[src/design/tcd_defines.vh]
`ifndef TCD_DEFINES_VH
`define TCD_DEFINES_VH
// ----------------
// Register byte offsets
// ----------------
`define TCD_A_CODE0  8'h00
`define TCD_A_CODE1  8'h04
`define TCD_A_CODE2  8'h08
`define TCD_A_CTRL   8'h0C
`define TCD_A_CMD    8'h10
`define TCD_A_STAT   8'h14
`define TCD_A_RES0   8'h18
`define TCD_A_RES1   8'h1C
`define TCD_A_RES2   8'h20
`define TCD_A_RES3   8'h24
// ----------------
// Command bit positions
// ----------------
`define TCD_CMD_DEC  0
`define TCD_CMD_ARM  1
`define TCD_CMD_DAC  2
`define TCD_CMD_DDC  3
`define TCD_CMD_STOP 4
// ----------------
// Code format
// ----------------
`define TCD_CODE_LEN 4'hB
`define TCD_VAR_CODE 6'h23
`define TCD_MAX_TIME 6'h1A
// ----------------
// Timing
// ----------------
`define TCD_CLK_HZ      10000000
`define TCD_GUARD_MS    150
`define TCD_PRB_OPEN_MS 120
`define TCD_PRB_SHUT_MS 90
`define TCD_GUARD_CYC    (`TCD_GUARD_MS * (`TCD_CLK_HZ / 1000))
`define TCD_PRB_OPEN_CYC (`TCD_PRB_OPEN_MS * (`TCD_CLK_HZ / 1000))
`define TCD_PRB_SHUT_CYC (`TCD_PRB_SHUT_MS * (`TCD_CLK_HZ / 1000))
// ----------------
// Limits in 10 V units, times in 0.1 s
// ----------------
`define TCD_AC_MAX  10'h1F4
`define TCD_DC_MAX  10'h258
`define TCD_HV_MIN  10'h00A
`define TCD_IR_V0   10'h019
`define TCD_IR_V1   10'h032
`define TCD_IR_V2   10'h064
`define TCD_COL_V   10'h0A0
`define TCD_STEP_V  10'h005
// ----------------
// Factory defaults
// ----------------
`define TCD_DEF_AC_V  10'h0FA
`define TCD_DEF_DC_V  10'h032
`define TCD_DEF_T2S   16'h0014
`define TCD_DEF_T10S  16'h0064
`define TCD_DEF_TRIPL 8'h46
`define TCD_DEF_TRIPH 8'h64
`define TCD_DEF_ARC   4'h5
`define TCD_DEF_NTST  4'h1
`endif

[src/design/tcd_decoder.v]
// How it works
// RQ1: Code is eleven characters of 0-9 or A-Z, digit 1 leftmost.
// RQ2: Digit 1 must equal the single maker character.
// RQ3: Digit 2 codes 0-4: skip, AC 50Hz, AC 60Hz, DC, insulation.
// RQ4: Earth bond variant adds 5 and 6 as earth bond 50/60Hz.
// RQ5: Two-channel variant: 0-F with channel 1, G-V without.
// RQ6: Digit 3 column adds base 0, 1.6, 3.2 or 4.8 kV.
// RQ7: Fifth column rejected for HV; earth bond accepts first column only.
// RQ8: Digit 3 row picks one of seven start conditions.
// RQ9: No start with guard open; guard opening aborts a running test.
// RQ10: Guard must be open 150ms then closed 150ms.
// RQ11: Earth bond and powered tests OR probe switch with START.
// RQ12: Then probe open 120ms and closed 90ms before start.
// RQ13: Powered tests add column 0-4 to the loop index.
// RQ14: Target equals base plus digit 4 offset.
// RQ15: Target reached after ramp and held through hold time.
// RQ16: Digit 5 variable code makes target an upper limit.
// RQ17: AC target 0.1-5.00kV, DC target 0.1-6.00kV.
// RQ18: Insulation target only 0.25, 0.5 or 1.0 kV.
// RQ19: Invalid field combinations are rejected.
// RQ20: A 0.00kV target gives no output, a rest step.
// RQ21: Default AC: 2s/10s/2s, 2.5kV, 7/10mA, arc 5, one test.
// RQ22: Default DC: 2s each, 0.5kV, 7/10mA, arc 5, one test.
// RQ23: Digit 4 0-V is offset in 0.05kV steps up to 1.55kV.
// RQ24: Digits 5-7 pick ramp, hold, fall times 0.1-180 s; here digit 0 gives 0 s.
// RQ25: Bad characters or wrong length flagged before field decode.
`default_nettype none
`include "tcd_defines.vh"
module tcd_decoder #(
   parameter [1:0]  VARIANT   = 2'h0,  // 0 basic, 1 two-channel, 2 earth bond, 3 powered
   parameter [7:0]  MAKER_CH  = 8'h4B, // Arbitrary value
   parameter [31:0] GUARD_CYC = `TCD_GUARD_CYC,
   parameter [31:0] POPEN_CYC = `TCD_PRB_OPEN_CYC,
   parameter [31:0] PSHUT_CYC = `TCD_PRB_SHUT_CYC
) (
   input  wire        CORE_CLK,
   input  wire        RESET_N,
   input  wire        PSEL,
   input  wire        PENABLE,
   input  wire        PWRITE,
   input  wire [7:0]  PADDR,
   input  wire [31:0] PWDATA,
   output reg  [31:0] PRDATA,
   output reg         PREADY,
   output reg         PSLVERR,
   input  wire        GUARD_CLOSED,
   input  wire        START_BTN,
   input  wire        PROBE_SW,
   input  wire        TEST_DONE,
   output reg         TEST_RUN,
   output reg         HV_OUT_EN,
   output reg         START_KEY_EN,
   output reg  [9:0]  TARGET_V,
   output reg  [3:0]  TEST_TYPE,
   output reg         CH1_USE,
   output reg         VAR_LIMIT
);
// ----------------
// State codes
// ----------------
localparam [6:0] S_IDLE  = 7'h01;
localparam [6:0] S_GOPEN = 7'h02;
localparam [6:0] S_GSHUT = 7'h04;
localparam [6:0] S_AOPEN = 7'h08;
localparam [6:0] S_ASHUT = 7'h10;
localparam [6:0] S_KEY   = 7'h20;
localparam [6:0] S_RUN   = 7'h40;
// ----------------
// Character helpers
// ----------------
function [6:0] ch_val;
   input [7:0] c;
   begin
      if (c >= 8'h30 && c <= 8'h39) ch_val = {1'b1, c[5:0] - 6'h30};
      else if (c >= 8'h41 && c <= 8'h5A) ch_val = {1'b1, c[5:0] - 6'h01 + 6'h0A};
      else ch_val = 7'h00;
   end
endfunction
function [15:0] t_tab;
   input [5:0] v;
   begin
      case (v)
         6'h0A:   t_tab = 16'h000A;
         6'h0B:   t_tab = 16'h000F;
         6'h0C:   t_tab = 16'h0014;
         6'h0D:   t_tab = 16'h001E;
         6'h0E:   t_tab = 16'h0028;
         6'h0F:   t_tab = 16'h0032;
         6'h10:   t_tab = 16'h004B;
         6'h11:   t_tab = 16'h0064;
         6'h12:   t_tab = 16'h0096;
         6'h13:   t_tab = 16'h00C8;
         6'h14:   t_tab = 16'h012C;
         6'h15:   t_tab = 16'h01C2;
         6'h16:   t_tab = 16'h0258;
         6'h17:   t_tab = 16'h0384;
         6'h18:   t_tab = 16'h04B0;
         6'h19:   t_tab = 16'h05DC;
         6'h1A:   t_tab = 16'h0708;
         default: t_tab = {10'h000, v};
      endcase
   end
endfunction
// ----------------
// Registers
// ----------------
reg  [31:0] code0_ff, code1_ff, code2_ff;
reg  [1:0]  vsel_ff;
reg  [3:0]  len_ff;
reg         valid_ff, err_ff, abort_ff, first_ff;
reg  [2:0]  cond_ff;
reg  [2:0]  loop_ff;
reg  [15:0] ramp_ff, hold_ff, fall_ff;
reg  [7:0]  tripl_ff, triph_ff;
reg  [3:0]  arc_ff, ntst_ff;
reg  [6:0]  st_ff;
reg  [31:0] cnt_ff;
reg         btn_ff;
// ----------------
// Field decode
// ----------------
wire [87:0] str = {code2_ff[23:0], code1_ff, code0_ff};
reg  [10:0] okc;
reg  [5:0]  dv [0:10];
reg  [6:0]  chv;
integer     i;
always @* begin
   chv = 7'h00;
   for (i = 0; i < 11; i = i + 1) begin
      chv    = ch_val(str[8*i +: 8]);
      okc[i] = chv[6];
      dv[i]  = chv[5:0];
   end
end
wire        fmt_ok = (&okc) && (len_ff == `TCD_CODE_LEN); // see RQ1 see RQ25
wire        mk_ok  = (str[7:0] == MAKER_CH);               // see RQ2
wire [5:0]  d2 = dv[1];
wire [5:0]  d3 = dv[2];
wire [5:0]  d4 = dv[3];
wire [2:0]  col = (d3 >= 6'h23) ? 3'h5 : (d3 >= 6'h1C) ? 3'h4 :
                  (d3 >= 6'h15) ? 3'h3 : (d3 >= 6'h0E) ? 3'h2 :
                  (d3 >= 6'h07) ? 3'h1 : 3'h0;
wire [5:0]  row6 = d3 - {col, 3'h0} + {3'h0, col};          // see RQ8
reg  [3:0]  typ;
reg         ch1, t_ok;
always @* begin
   typ  = d2[3:0];
   ch1  = 1'b1;                                            // see RQ5
   t_ok = 1'b0;
   case (vsel_ff)
      2'h1: begin
         ch1  = (d2 < 6'h10);                              // see RQ5
         typ  = d2[3:0];
         t_ok = (d2 < 6'h20) && (d2[3:0] <= 4'h4);
      end
      2'h2: t_ok = (d2 <= 6'h06);                          // see RQ4
      2'h3: begin
         if (d2 >= 6'h11 && d2 <= 6'h18) begin
            typ = d2[3:0] - 4'h0;
         end
         t_ok = (d2 <= 6'h08) || (d2 >= 6'h11 && d2 <= 6'h14) ||
                (d2 == 6'h17) || (d2 == 6'h18);
      end
      default: t_ok = (d2 <= 6'h04);                       // see RQ3
   endcase
end
wire        is_hv  = (typ >= 4'h1) && (typ <= 4'h4);
wire        is_eb  = (typ == 4'h5) || (typ == 4'h6);
wire        is_pw  = (typ == 4'h7) || (typ == 4'h8);
wire [9:0]  base   = is_hv ? (`TCD_COL_V * {7'h00, col}) : 10'h000; // see RQ6 see RQ13
wire [9:0]  offs   = `TCD_STEP_V * {4'h0, d4};                      // see RQ23
wire [9:0]  tgt    = base + offs;                                   // see RQ14
wire        v_ok   = (tgt == 10'h000) ||                            // see RQ20
   ((typ == 4'h1 || typ == 4'h2) && tgt >= `TCD_HV_MIN && tgt <= `TCD_AC_MAX) ||
   ((typ == 4'h3) && tgt >= `TCD_HV_MIN && tgt <= `TCD_DC_MAX);     // see RQ17
wire        ir_ok  = (tgt == `TCD_IR_V0) || (tgt == `TCD_IR_V1) ||
                     (tgt == `TCD_IR_V2);                           // see RQ18
wire        c_ok   = is_hv ? (col <= 3'h3 && d4 <= 6'h1F) :         // see RQ7
                     is_eb ? (col == 3'h0) :
                     is_pw ? (col <= 3'h4) : (col <= 3'h4);
wire        lv_ok  = !is_hv || ((typ == 4'h4) ? ir_ok : v_ok);
wire        tm_ok  = (dv[4] <= `TCD_MAX_TIME || dv[4] == `TCD_VAR_CODE) &&
                     dv[5] <= `TCD_MAX_TIME && dv[6] <= `TCD_MAX_TIME; // see RQ24
wire        all_ok = fmt_ok && mk_ok && t_ok && c_ok && lv_ok && tm_ok; // see RQ19
// ----------------
// APB slave
// ----------------
wire        acc  = PSEL && PENABLE && !PREADY;
wire        wr   = PSEL && PENABLE && PREADY && PWRITE; // Lands with the PREADY edge
wire        cmdw = wr && (PADDR == `TCD_A_CMD);
wire        dec  = cmdw && PWDATA[`TCD_CMD_DEC];
wire        arm  = cmdw && PWDATA[`TCD_CMD_ARM] && valid_ff && !dec;
wire        d_ac = cmdw && PWDATA[`TCD_CMD_DAC];
wire        d_dc = cmdw && PWDATA[`TCD_CMD_DDC] && !d_ac;
wire        stop = cmdw && PWDATA[`TCD_CMD_STOP];
wire [31:0] stat = {25'h0, first_ff, START_KEY_EN, abort_ff, TEST_RUN,
                    !st_ff[0], err_ff, valid_ff};
reg  [31:0] nxt_rd;
reg         nxt_bad;
always @* begin
   nxt_bad = 1'b0;
   case (PADDR)
      `TCD_A_CODE0: nxt_rd = code0_ff;
      `TCD_A_CODE1: nxt_rd = code1_ff;
      `TCD_A_CODE2: nxt_rd = {8'h00, code2_ff[23:0]};
      `TCD_A_CTRL:  nxt_rd = {20'h0, len_ff, 6'h00, vsel_ff};
      `TCD_A_CMD:   nxt_rd = 32'h0;
      `TCD_A_STAT:  nxt_rd = stat;
      `TCD_A_RES0:  nxt_rd = {10'h0, loop_ff, cond_ff, VAR_LIMIT, CH1_USE,
                              TEST_TYPE, TARGET_V};
      `TCD_A_RES1:  nxt_rd = {hold_ff, ramp_ff};
      `TCD_A_RES2:  nxt_rd = {16'h0, fall_ff};
      `TCD_A_RES3:  nxt_rd = {8'h00, ntst_ff, arc_ff, triph_ff, tripl_ff};
      default: begin
         nxt_rd  = 32'h0;
         nxt_bad = 1'b1;
      end
   endcase
end
always @(posedge CORE_CLK or negedge RESET_N) begin
   if (!RESET_N) begin
      PREADY   <= 1'b0;
      PSLVERR  <= 1'b0;
      PRDATA   <= 32'h0;
      code0_ff <= 32'h0;
      code1_ff <= 32'h0;
      code2_ff <= 32'h0;
      vsel_ff  <= 2'h0;
      len_ff   <= 4'h0;
   end else begin
      PREADY  <= acc;
      PSLVERR <= acc && nxt_bad;
      PRDATA  <= (acc && !PWRITE) ? nxt_rd : 32'h0;
      if (wr && PADDR == `TCD_A_CODE0) code0_ff <= PWDATA;
      if (wr && PADDR == `TCD_A_CODE1) code1_ff <= PWDATA;
      if (wr && PADDR == `TCD_A_CODE2) code2_ff <= {8'h00, PWDATA[23:0]};
      if (wr && PADDR == `TCD_A_CTRL) begin
         vsel_ff <= PWDATA[1:0] | VARIANT;
         len_ff  <= PWDATA[11:8];
      end
   end
end
// ----------------
// Decoded result latch
// ----------------
always @(posedge CORE_CLK or negedge RESET_N) begin
   if (!RESET_N) begin
      valid_ff  <= 1'b0;
      err_ff    <= 1'b0;
      TARGET_V  <= 10'h000;
      TEST_TYPE <= 4'h0;
      CH1_USE   <= 1'b1;
      VAR_LIMIT <= 1'b0;
      cond_ff   <= 3'h6;
      loop_ff   <= 3'h0;
      ramp_ff   <= 16'h0;
      hold_ff   <= 16'h0;
      fall_ff   <= 16'h0;
      tripl_ff  <= 8'h00;
      triph_ff  <= 8'h00;
      arc_ff    <= 4'h0;
      ntst_ff   <= 4'h0;
   end else if (dec) begin
      valid_ff <= all_ok;
      err_ff   <= !all_ok;                                // see RQ19
      if (all_ok) begin
         TARGET_V  <= is_hv ? tgt : 10'h000;
         TEST_TYPE <= typ;
         CH1_USE   <= ch1;
         VAR_LIMIT <= (dv[4] == `TCD_VAR_CODE);          // see RQ16
         cond_ff   <= row6[2:0];
         loop_ff   <= is_pw ? col : 3'h0;                // see RQ13
         ramp_ff   <= t_tab(dv[4]);                      // see RQ15
         hold_ff   <= t_tab(dv[5]);
         fall_ff   <= t_tab(dv[6]);
      end
   end else if ((d_ac || d_dc) && st_ff[0]) begin
      valid_ff  <= 1'b1;                                 // see RQ21 see RQ22
      err_ff    <= 1'b0;
      TARGET_V  <= d_ac ? `TCD_DEF_AC_V : `TCD_DEF_DC_V;
      TEST_TYPE <= d_ac ? 4'h1 : 4'h3;
      CH1_USE   <= 1'b1;
      VAR_LIMIT <= 1'b0;
      cond_ff   <= 3'h0;
      loop_ff   <= 3'h0;
      ramp_ff   <= `TCD_DEF_T2S;
      hold_ff   <= d_ac ? `TCD_DEF_T10S : `TCD_DEF_T2S;
      fall_ff   <= `TCD_DEF_T2S;
      tripl_ff  <= `TCD_DEF_TRIPL;
      triph_ff  <= `TCD_DEF_TRIPH;
      arc_ff    <= `TCD_DEF_ARC;
      ntst_ff   <= `TCD_DEF_NTST;
   end
end
// ----------------
// Start sequencer
// ----------------
wire        ebpw   = (TEST_TYPE >= 4'h5) && (TEST_TYPE <= 4'h8);
wire        act    = ebpw ? (START_BTN || PROBE_SW) : START_BTN; // see RQ11
wire        skipa  = cond_ff[0] && first_ff && (cond_ff != 3'h6);
wire        need_g = (cond_ff <= 3'h3) && !skipa;
wire        need_k = (cond_ff <= 3'h1 || cond_ff == 3'h4 || cond_ff == 3'h5) && !skipa;
wire [6:0]  after_g = !need_k ? S_RUN : (ebpw ? S_AOPEN : S_KEY);
reg  [6:0]  nxt_st;
reg  [31:0] nxt_cnt;
always @* begin
   nxt_st  = st_ff;
   nxt_cnt = cnt_ff + 32'h1;
   case (st_ff)
      S_IDLE: begin
         nxt_cnt = 32'h0;
         if (arm) nxt_st = need_g ? S_GOPEN : after_g;
      end
      S_GOPEN: begin
         if (GUARD_CLOSED) begin
            nxt_cnt = 32'h0;
         end else if (cnt_ff + 32'h1 >= GUARD_CYC) begin // see RQ10
            nxt_st  = S_GSHUT;
            nxt_cnt = 32'h0;
         end
      end
      S_GSHUT: begin
         if (!GUARD_CLOSED) begin
            nxt_st  = S_GOPEN;
            nxt_cnt = 32'h0;
         end else if (cnt_ff + 32'h1 >= GUARD_CYC) begin // see RQ10
            nxt_st  = after_g;
            nxt_cnt = 32'h0;
         end
      end
      S_AOPEN: begin
         if (act) begin
            nxt_cnt = 32'h0;
         end else if (cnt_ff + 32'h1 >= POPEN_CYC) begin // see RQ12
            nxt_st  = S_ASHUT;
            nxt_cnt = 32'h0;
         end
      end
      S_ASHUT: begin
         if (!act) begin
            nxt_st  = S_AOPEN;
            nxt_cnt = 32'h0;
         end else if (cnt_ff + 32'h1 >= PSHUT_CYC) begin // see RQ12
            nxt_st  = S_RUN;
            nxt_cnt = 32'h0;
         end
      end
      S_KEY: begin
         nxt_cnt = 32'h0;
         if (START_BTN && !btn_ff) nxt_st = S_RUN;
      end
      S_RUN: begin
         nxt_cnt = 32'h0;
         if (TEST_RUN && (!GUARD_CLOSED || TEST_DONE)) nxt_st = S_IDLE; // see RQ9
      end
      default: nxt_st = S_IDLE;
   endcase
   if (stop || dec) begin
      nxt_st = S_IDLE;
   end
end
wire        go  = (st_ff == S_RUN) && !TEST_RUN && GUARD_CLOSED; // see RQ9
wire        end_run = TEST_RUN && (!GUARD_CLOSED || TEST_DONE || stop || dec);
always @(posedge CORE_CLK or negedge RESET_N) begin
   if (!RESET_N) begin
      st_ff        <= S_IDLE;
      cnt_ff       <= 32'h0;
      btn_ff       <= 1'b0;
      TEST_RUN     <= 1'b0;
      HV_OUT_EN    <= 1'b0;
      START_KEY_EN <= 1'b0;
      abort_ff     <= 1'b0;
      first_ff     <= 1'b0;
   end else begin
      st_ff        <= nxt_st;
      cnt_ff       <= nxt_cnt;
      btn_ff       <= START_BTN;
      START_KEY_EN <= (nxt_st == S_KEY);
      if (end_run) begin
         TEST_RUN  <= 1'b0;
         HV_OUT_EN <= 1'b0;
      end else if (go && !stop && !dec) begin
         TEST_RUN  <= 1'b1;
         HV_OUT_EN <= (TARGET_V != 10'h000) && (TEST_TYPE <= 4'h4); // see RQ20
      end
      if (TEST_RUN && !GUARD_CLOSED) abort_ff <= 1'b1;             // see RQ9
      else if (arm || dec) abort_ff <= 1'b0;
      if (TEST_RUN && TEST_DONE && GUARD_CLOSED) first_ff <= 1'b1; // see RQ8
      else if (dec || d_ac || d_dc) first_ff <= 1'b0;
   end
end
endmodule // tcd_decoder
`default_nettype wire

[config.mk]
export PLATFORM = sky130hd
export DESIGN_NAME = tcd_decoder
export DESIGN_NICKNAME = d
export VERILOG_FILES = /design/src/design/tcd_decoder.v
export VERILOG_INCLUDE_DIRS = /design/src /design/src/design
export SDC_FILE = /design/constraint.sdc
export NUM_CORES = 1
export LEC_CHECK = 0
export CAP_MARGIN = 20
export CORE_UTILIZATION = 40
export CTS_CLUSTER_SIZE = 8
export DETAILED_ROUTE_END_ITERATION = 16
export DONT_BUFFER_PORTS = 1
export MAX_ROUTING_LAYER = met4
export PLACE_DENSITY = 0.55
export SLEW_MARGIN = 10
export SYNTH_ARGS = -nofsm -noshare
export SYNTH_HDL_FRONTEND = slang
export SYNTH_SLANG_ARGS = --single-unit
[constraint.sdc]
create_clock -name CORE_CLK -period 7.8 [get_ports CORE_CLK]
set_input_delay 1.17 -clock CORE_CLK [delete_from_list [all_inputs] [get_ports CORE_CLK]]
set_output_delay 1.17 -clock CORE_CLK [all_outputs]
set_load 0.05 [all_outputs]
==> impl_metrics.toml <==
[synthesis]
ys_dominant_reg_cell = "dfrtp_1"
syn_avg_cell_area_um2 = 9.20
syn_inst = 1699
yosysWarnings = 0
async_flop_share = 1.00
ys_seq_elements = 231
syn_area_um2 = 15600
yosysUniqueCellTypes = 95
syn_nets = 1810
synth_edf_count = 0
ys_seq_area_frac = 0.370

[cts]
clockBufferDepth = 3
clk_pin_slew_ns = 0.06
clock-sinks = 231
clk_latency_ns = 0.53
cts_setup_buffers = 0
ctsHoldBuffers = 0
cts_buffers = 35
cts_tree = "done"
ctsHtreeMaxLevel = 2
cts_root_buffer = "clkbuf_16"
ctsResizeCount = 0

[route]
post_drt_wl_per_cell_um = 23.2
ant_nets = 0
via_per_inst = 6.26
drc = 0
dr.pass1.iters = 7
dr.first_iter.drc_count = 1313
wl_mm = 51.2
vias = 13800

[cells_and_area]
multi_input_area_um2 = 9150
diodes = 0
regArea_um2 = 5790
finish.net_count = 1783
postLayoutCellArea_um2 = 17100
fillers = 3849
areaGrowthSynthToFinish_pct = 9.25
drive_above_1_share = 0.130

[power_and_ir_drop]
p_per_area_nw_per_um2 = 154
sw_frac_of_total = 0.221
p_leak_nw = 7.04
seq_power_share = 0.461
irDropWorstVdd_mv = 0.168
power_switching_mw = 0.582
intPower_mw = 2.05
combPwrFrac = 0.009
power.share.clock = 0.530

[setup_path]
critPathMaxStageDelay_ns = 0.61
worst_ep_required_time_ns = 8.19
worstSetupPathType = "reg -> reg"
path_max_fanout = 30
arrival_ns = 7.40
crit_chain = "inv_1 > ha_1 > or4b_4 > a21boi_4 > nor4_1 > o31ai_1 > nor3b_1 > nor3b_1 > a31o_2 > nor2_1 > fa_1 > fa_1 > xor2_1 > nand2_1 > nor4b_1 > mux2i_1 > o21a_1 > o41ai_2 > a21oi_1 > nand4b_1 > o31a_2 > buf_4 > mux2_2"
worstSetupStartpointType = "flip-flop"
endpoint_kind = "flip-flop"
crit_slowest_cell = "o31a_2"

[global_routing]
grt_pass1_wl_mm = 78.4
grt_overflow_total = 0
grt_max_degree = 232
antenna_found_initial = 0
grt_pass1_vias = 12900
grt_use_total = 0.265

[place]
gp_congestion = 0.911
dp_hpwl_mm = 36.9
io_buffers = 0
post_dp_cell_area_um2 = 16100

[timing]
min_period_ns = 7.01
tns_ns = 0
tightest_slew_ns = 1.06
hold_viol_final = 0
fin_crit_sh = 0.899
fin_skew_ns = 0.0203
rsz0062_at_grt = "false"
fmax_mhz = 143
setup_viol = 0
max-slew-margin-rel = 0.275
drv_slew = 0

[min_path]
holdCritPathClass = "in -> async"

[die]
pin_count = 102
die-area_um2 = 39900
core-area_um2 = 38600
initial_utilization = 0.405
rows = 72
die_w_um = 200
die_height_um = 200

[flow_run]
max_cap_viol_count = 0

[outcome]
outcome = "complete, no violations"
==> kinds of logic (layout without fill, tap and decap cells) <==
logic type | count (synthesis) | after routing | synth area share
simple gates | 531 | 531 | 0.173
xor+xnor | 52 | 52 | 0.0292
buf+inv | 174 | 162 | 0.0456
fa+ha+maj | 62 | 62 | 0.0516
flops | 231 | 231 | 0.370
mux | 120 | 120 | 0.0856
compound gates | 529 | 529 | 0.245
==> final cells by class <==
class	instances	share of cell area
multi-input cells	1294	0.536
flip-flops and latches	231	0.339
clock buffers	50	0.0558
well taps	518	0.0380
inverters	82	0.0180
repair buffers	28	0.0123
clock inverters	2	0.000806
==> worst paths after layout <==
| path | start | to | slack, ns | cells after the start |
|---|---|---|---|---|
| setup / recovery | code0_ff[16]$_DFFE_PN0P_ | TEST_TYPE[1]$_DFFE_PN0P_ | 0.79 | 23 |
| hold reg to reg | ntst_ff[0]$_DFFE_PN0P_ | ntst_ff[0]$_DFFE_PN0P_ | 0.49 | 2 |
| min in group CORE_CLK | ntst_ff[0]$_DFFE_PN0P_ | ntst_ff[0]$_DFFE_PN0P_ | 0.49 | 2 |
| max in group asynchronous | RESET_N | code2_ff[13]$_DFFE_PN0P_ | 6.96 | 0 |
| setup reg to reg | code0_ff[16]$_DFFE_PN0P_ | TEST_TYPE[1]$_DFFE_PN0P_ | 0.79 | 23 |
| hold / removal | RESET_N | cnt_ff[13]$_DFF_PN0_ | 0.33 | 0 |
==> metrics by stage <==
stage / util / std cells / total power, mW / hold slack [ns] / worst slack [ns]
global route: 0.443 / 2205 / 2.71 / 0.309 / 0.307
floorplan: - / 1699 / 1.25 / 0.415 / 1.78
global placement: 0.418 / 2153 / 1.25 / 0.462 / 1.11
finish: 0.443 / 2205 / 2.63 / 0.332 / 0.791
detailed placement: 0.418 / 2153 / 1.25 / 0.477 / 0.896
CTS: 0.443 / 2205 / 2.66 / 0.311 / 0.866
==> registers in the layout, indices dropped and copies added (netlist names), 2 cells and up <==
signal	count
PRDATA	32
TARGET_V	10
TEST_TYPE	4
cnt_ff	32
code0_ff	32
code1_ff	32
code2_ff	24
cond_ff	3
fall_ff	11
hold_ff	11
len_ff	4
loop_ff	3
ramp_ff	11
st_ff	7
vsel_ff	2
==> Yosys cell counts, drive strengths merged, types with 16 or more instances <==
library cell  instances  area share
nor3                 51       0.017
buf                  27       0.010
nand2b               18      0.0072
o211ai               16      0.0077
dfrtp               227        0.36
inv                  82       0.020
clkbuf               65       0.016
o21a                 16      0.0077
nor2                147       0.035
o22ai                17      0.0068
mux2                106       0.076
a22oi                60       0.029
a31oi                43       0.017
a21o                 17      0.0082
xnor2                40       0.022
nand4                16      0.0064
a221oi               19       0.011
nand3                43       0.014
ha                   58       0.046
nand2               115       0.028
nor4                 25       0.010
o21ai                77       0.025
a21oi                82       0.027
a22o                 39       0.022
==> layer usage <==
| layer | vias up | share of wire | routed length (µm) | track usage |
|---|---|---|---|---|
| li1 | 6359 | - | - | - |
| met1 | 6852 | 0.45 | 23200 | 0.364 |
| met2 | 504 | 0.45 | 23000 | 0.399 |
| met3 | 83 | 0.068 | 3470 | 0.0447 |
| met4 | 0 | 0.029 | 1490 | 0.0794 |
| met5 | - | 0 | 0 | - |
==> worst max-delay path: cells and delay by family (launching register included) <==
family                   cells  cell delay, ns
flip-flops                   1            0.48
multiplexers                 2            0.41
AO/OA/AOI/OAI                7            2.02
buffers and inverters        2            0.45
XOR/XNOR                     1            0.39
AND/OR/NAND/NOR              8            1.94
adder cells (fa/ha/maj)      3            1.17
==> placed cells by master (no fill, tap or decap), drive strengths merged, types with 15 or more instances in the layout <==
cell type,count
nor3,51
xnor2,40
a221oi,19
nor2,147
nor3b,15
o31ai,15
mux2,106
o21ai,77
inv,83
buf,28
o22ai,17
a22oi,60
ha,58
a21o,17
o21a,16
nor4,25
dfrtp,227
a21oi,82
clkbuf,50
o211ai,16
a31oi,43
nand2b,18
a22o,39
nand2,115
nand3,43
nand4,16
==> power groups by stage <==
stage	clock network, mW	registers (mW)	logic [mW]
floorplan	0	1.23	0.0194
global placement	0	1.23	0.0227
detailed placement	0	1.23	0.0231
CTS	1.42	1.21	0.0233
global route	1.47	1.21	0.0260
finish	1.40	1.21	0.0236
Note: power is estimated with default switching activity, not from simulation.
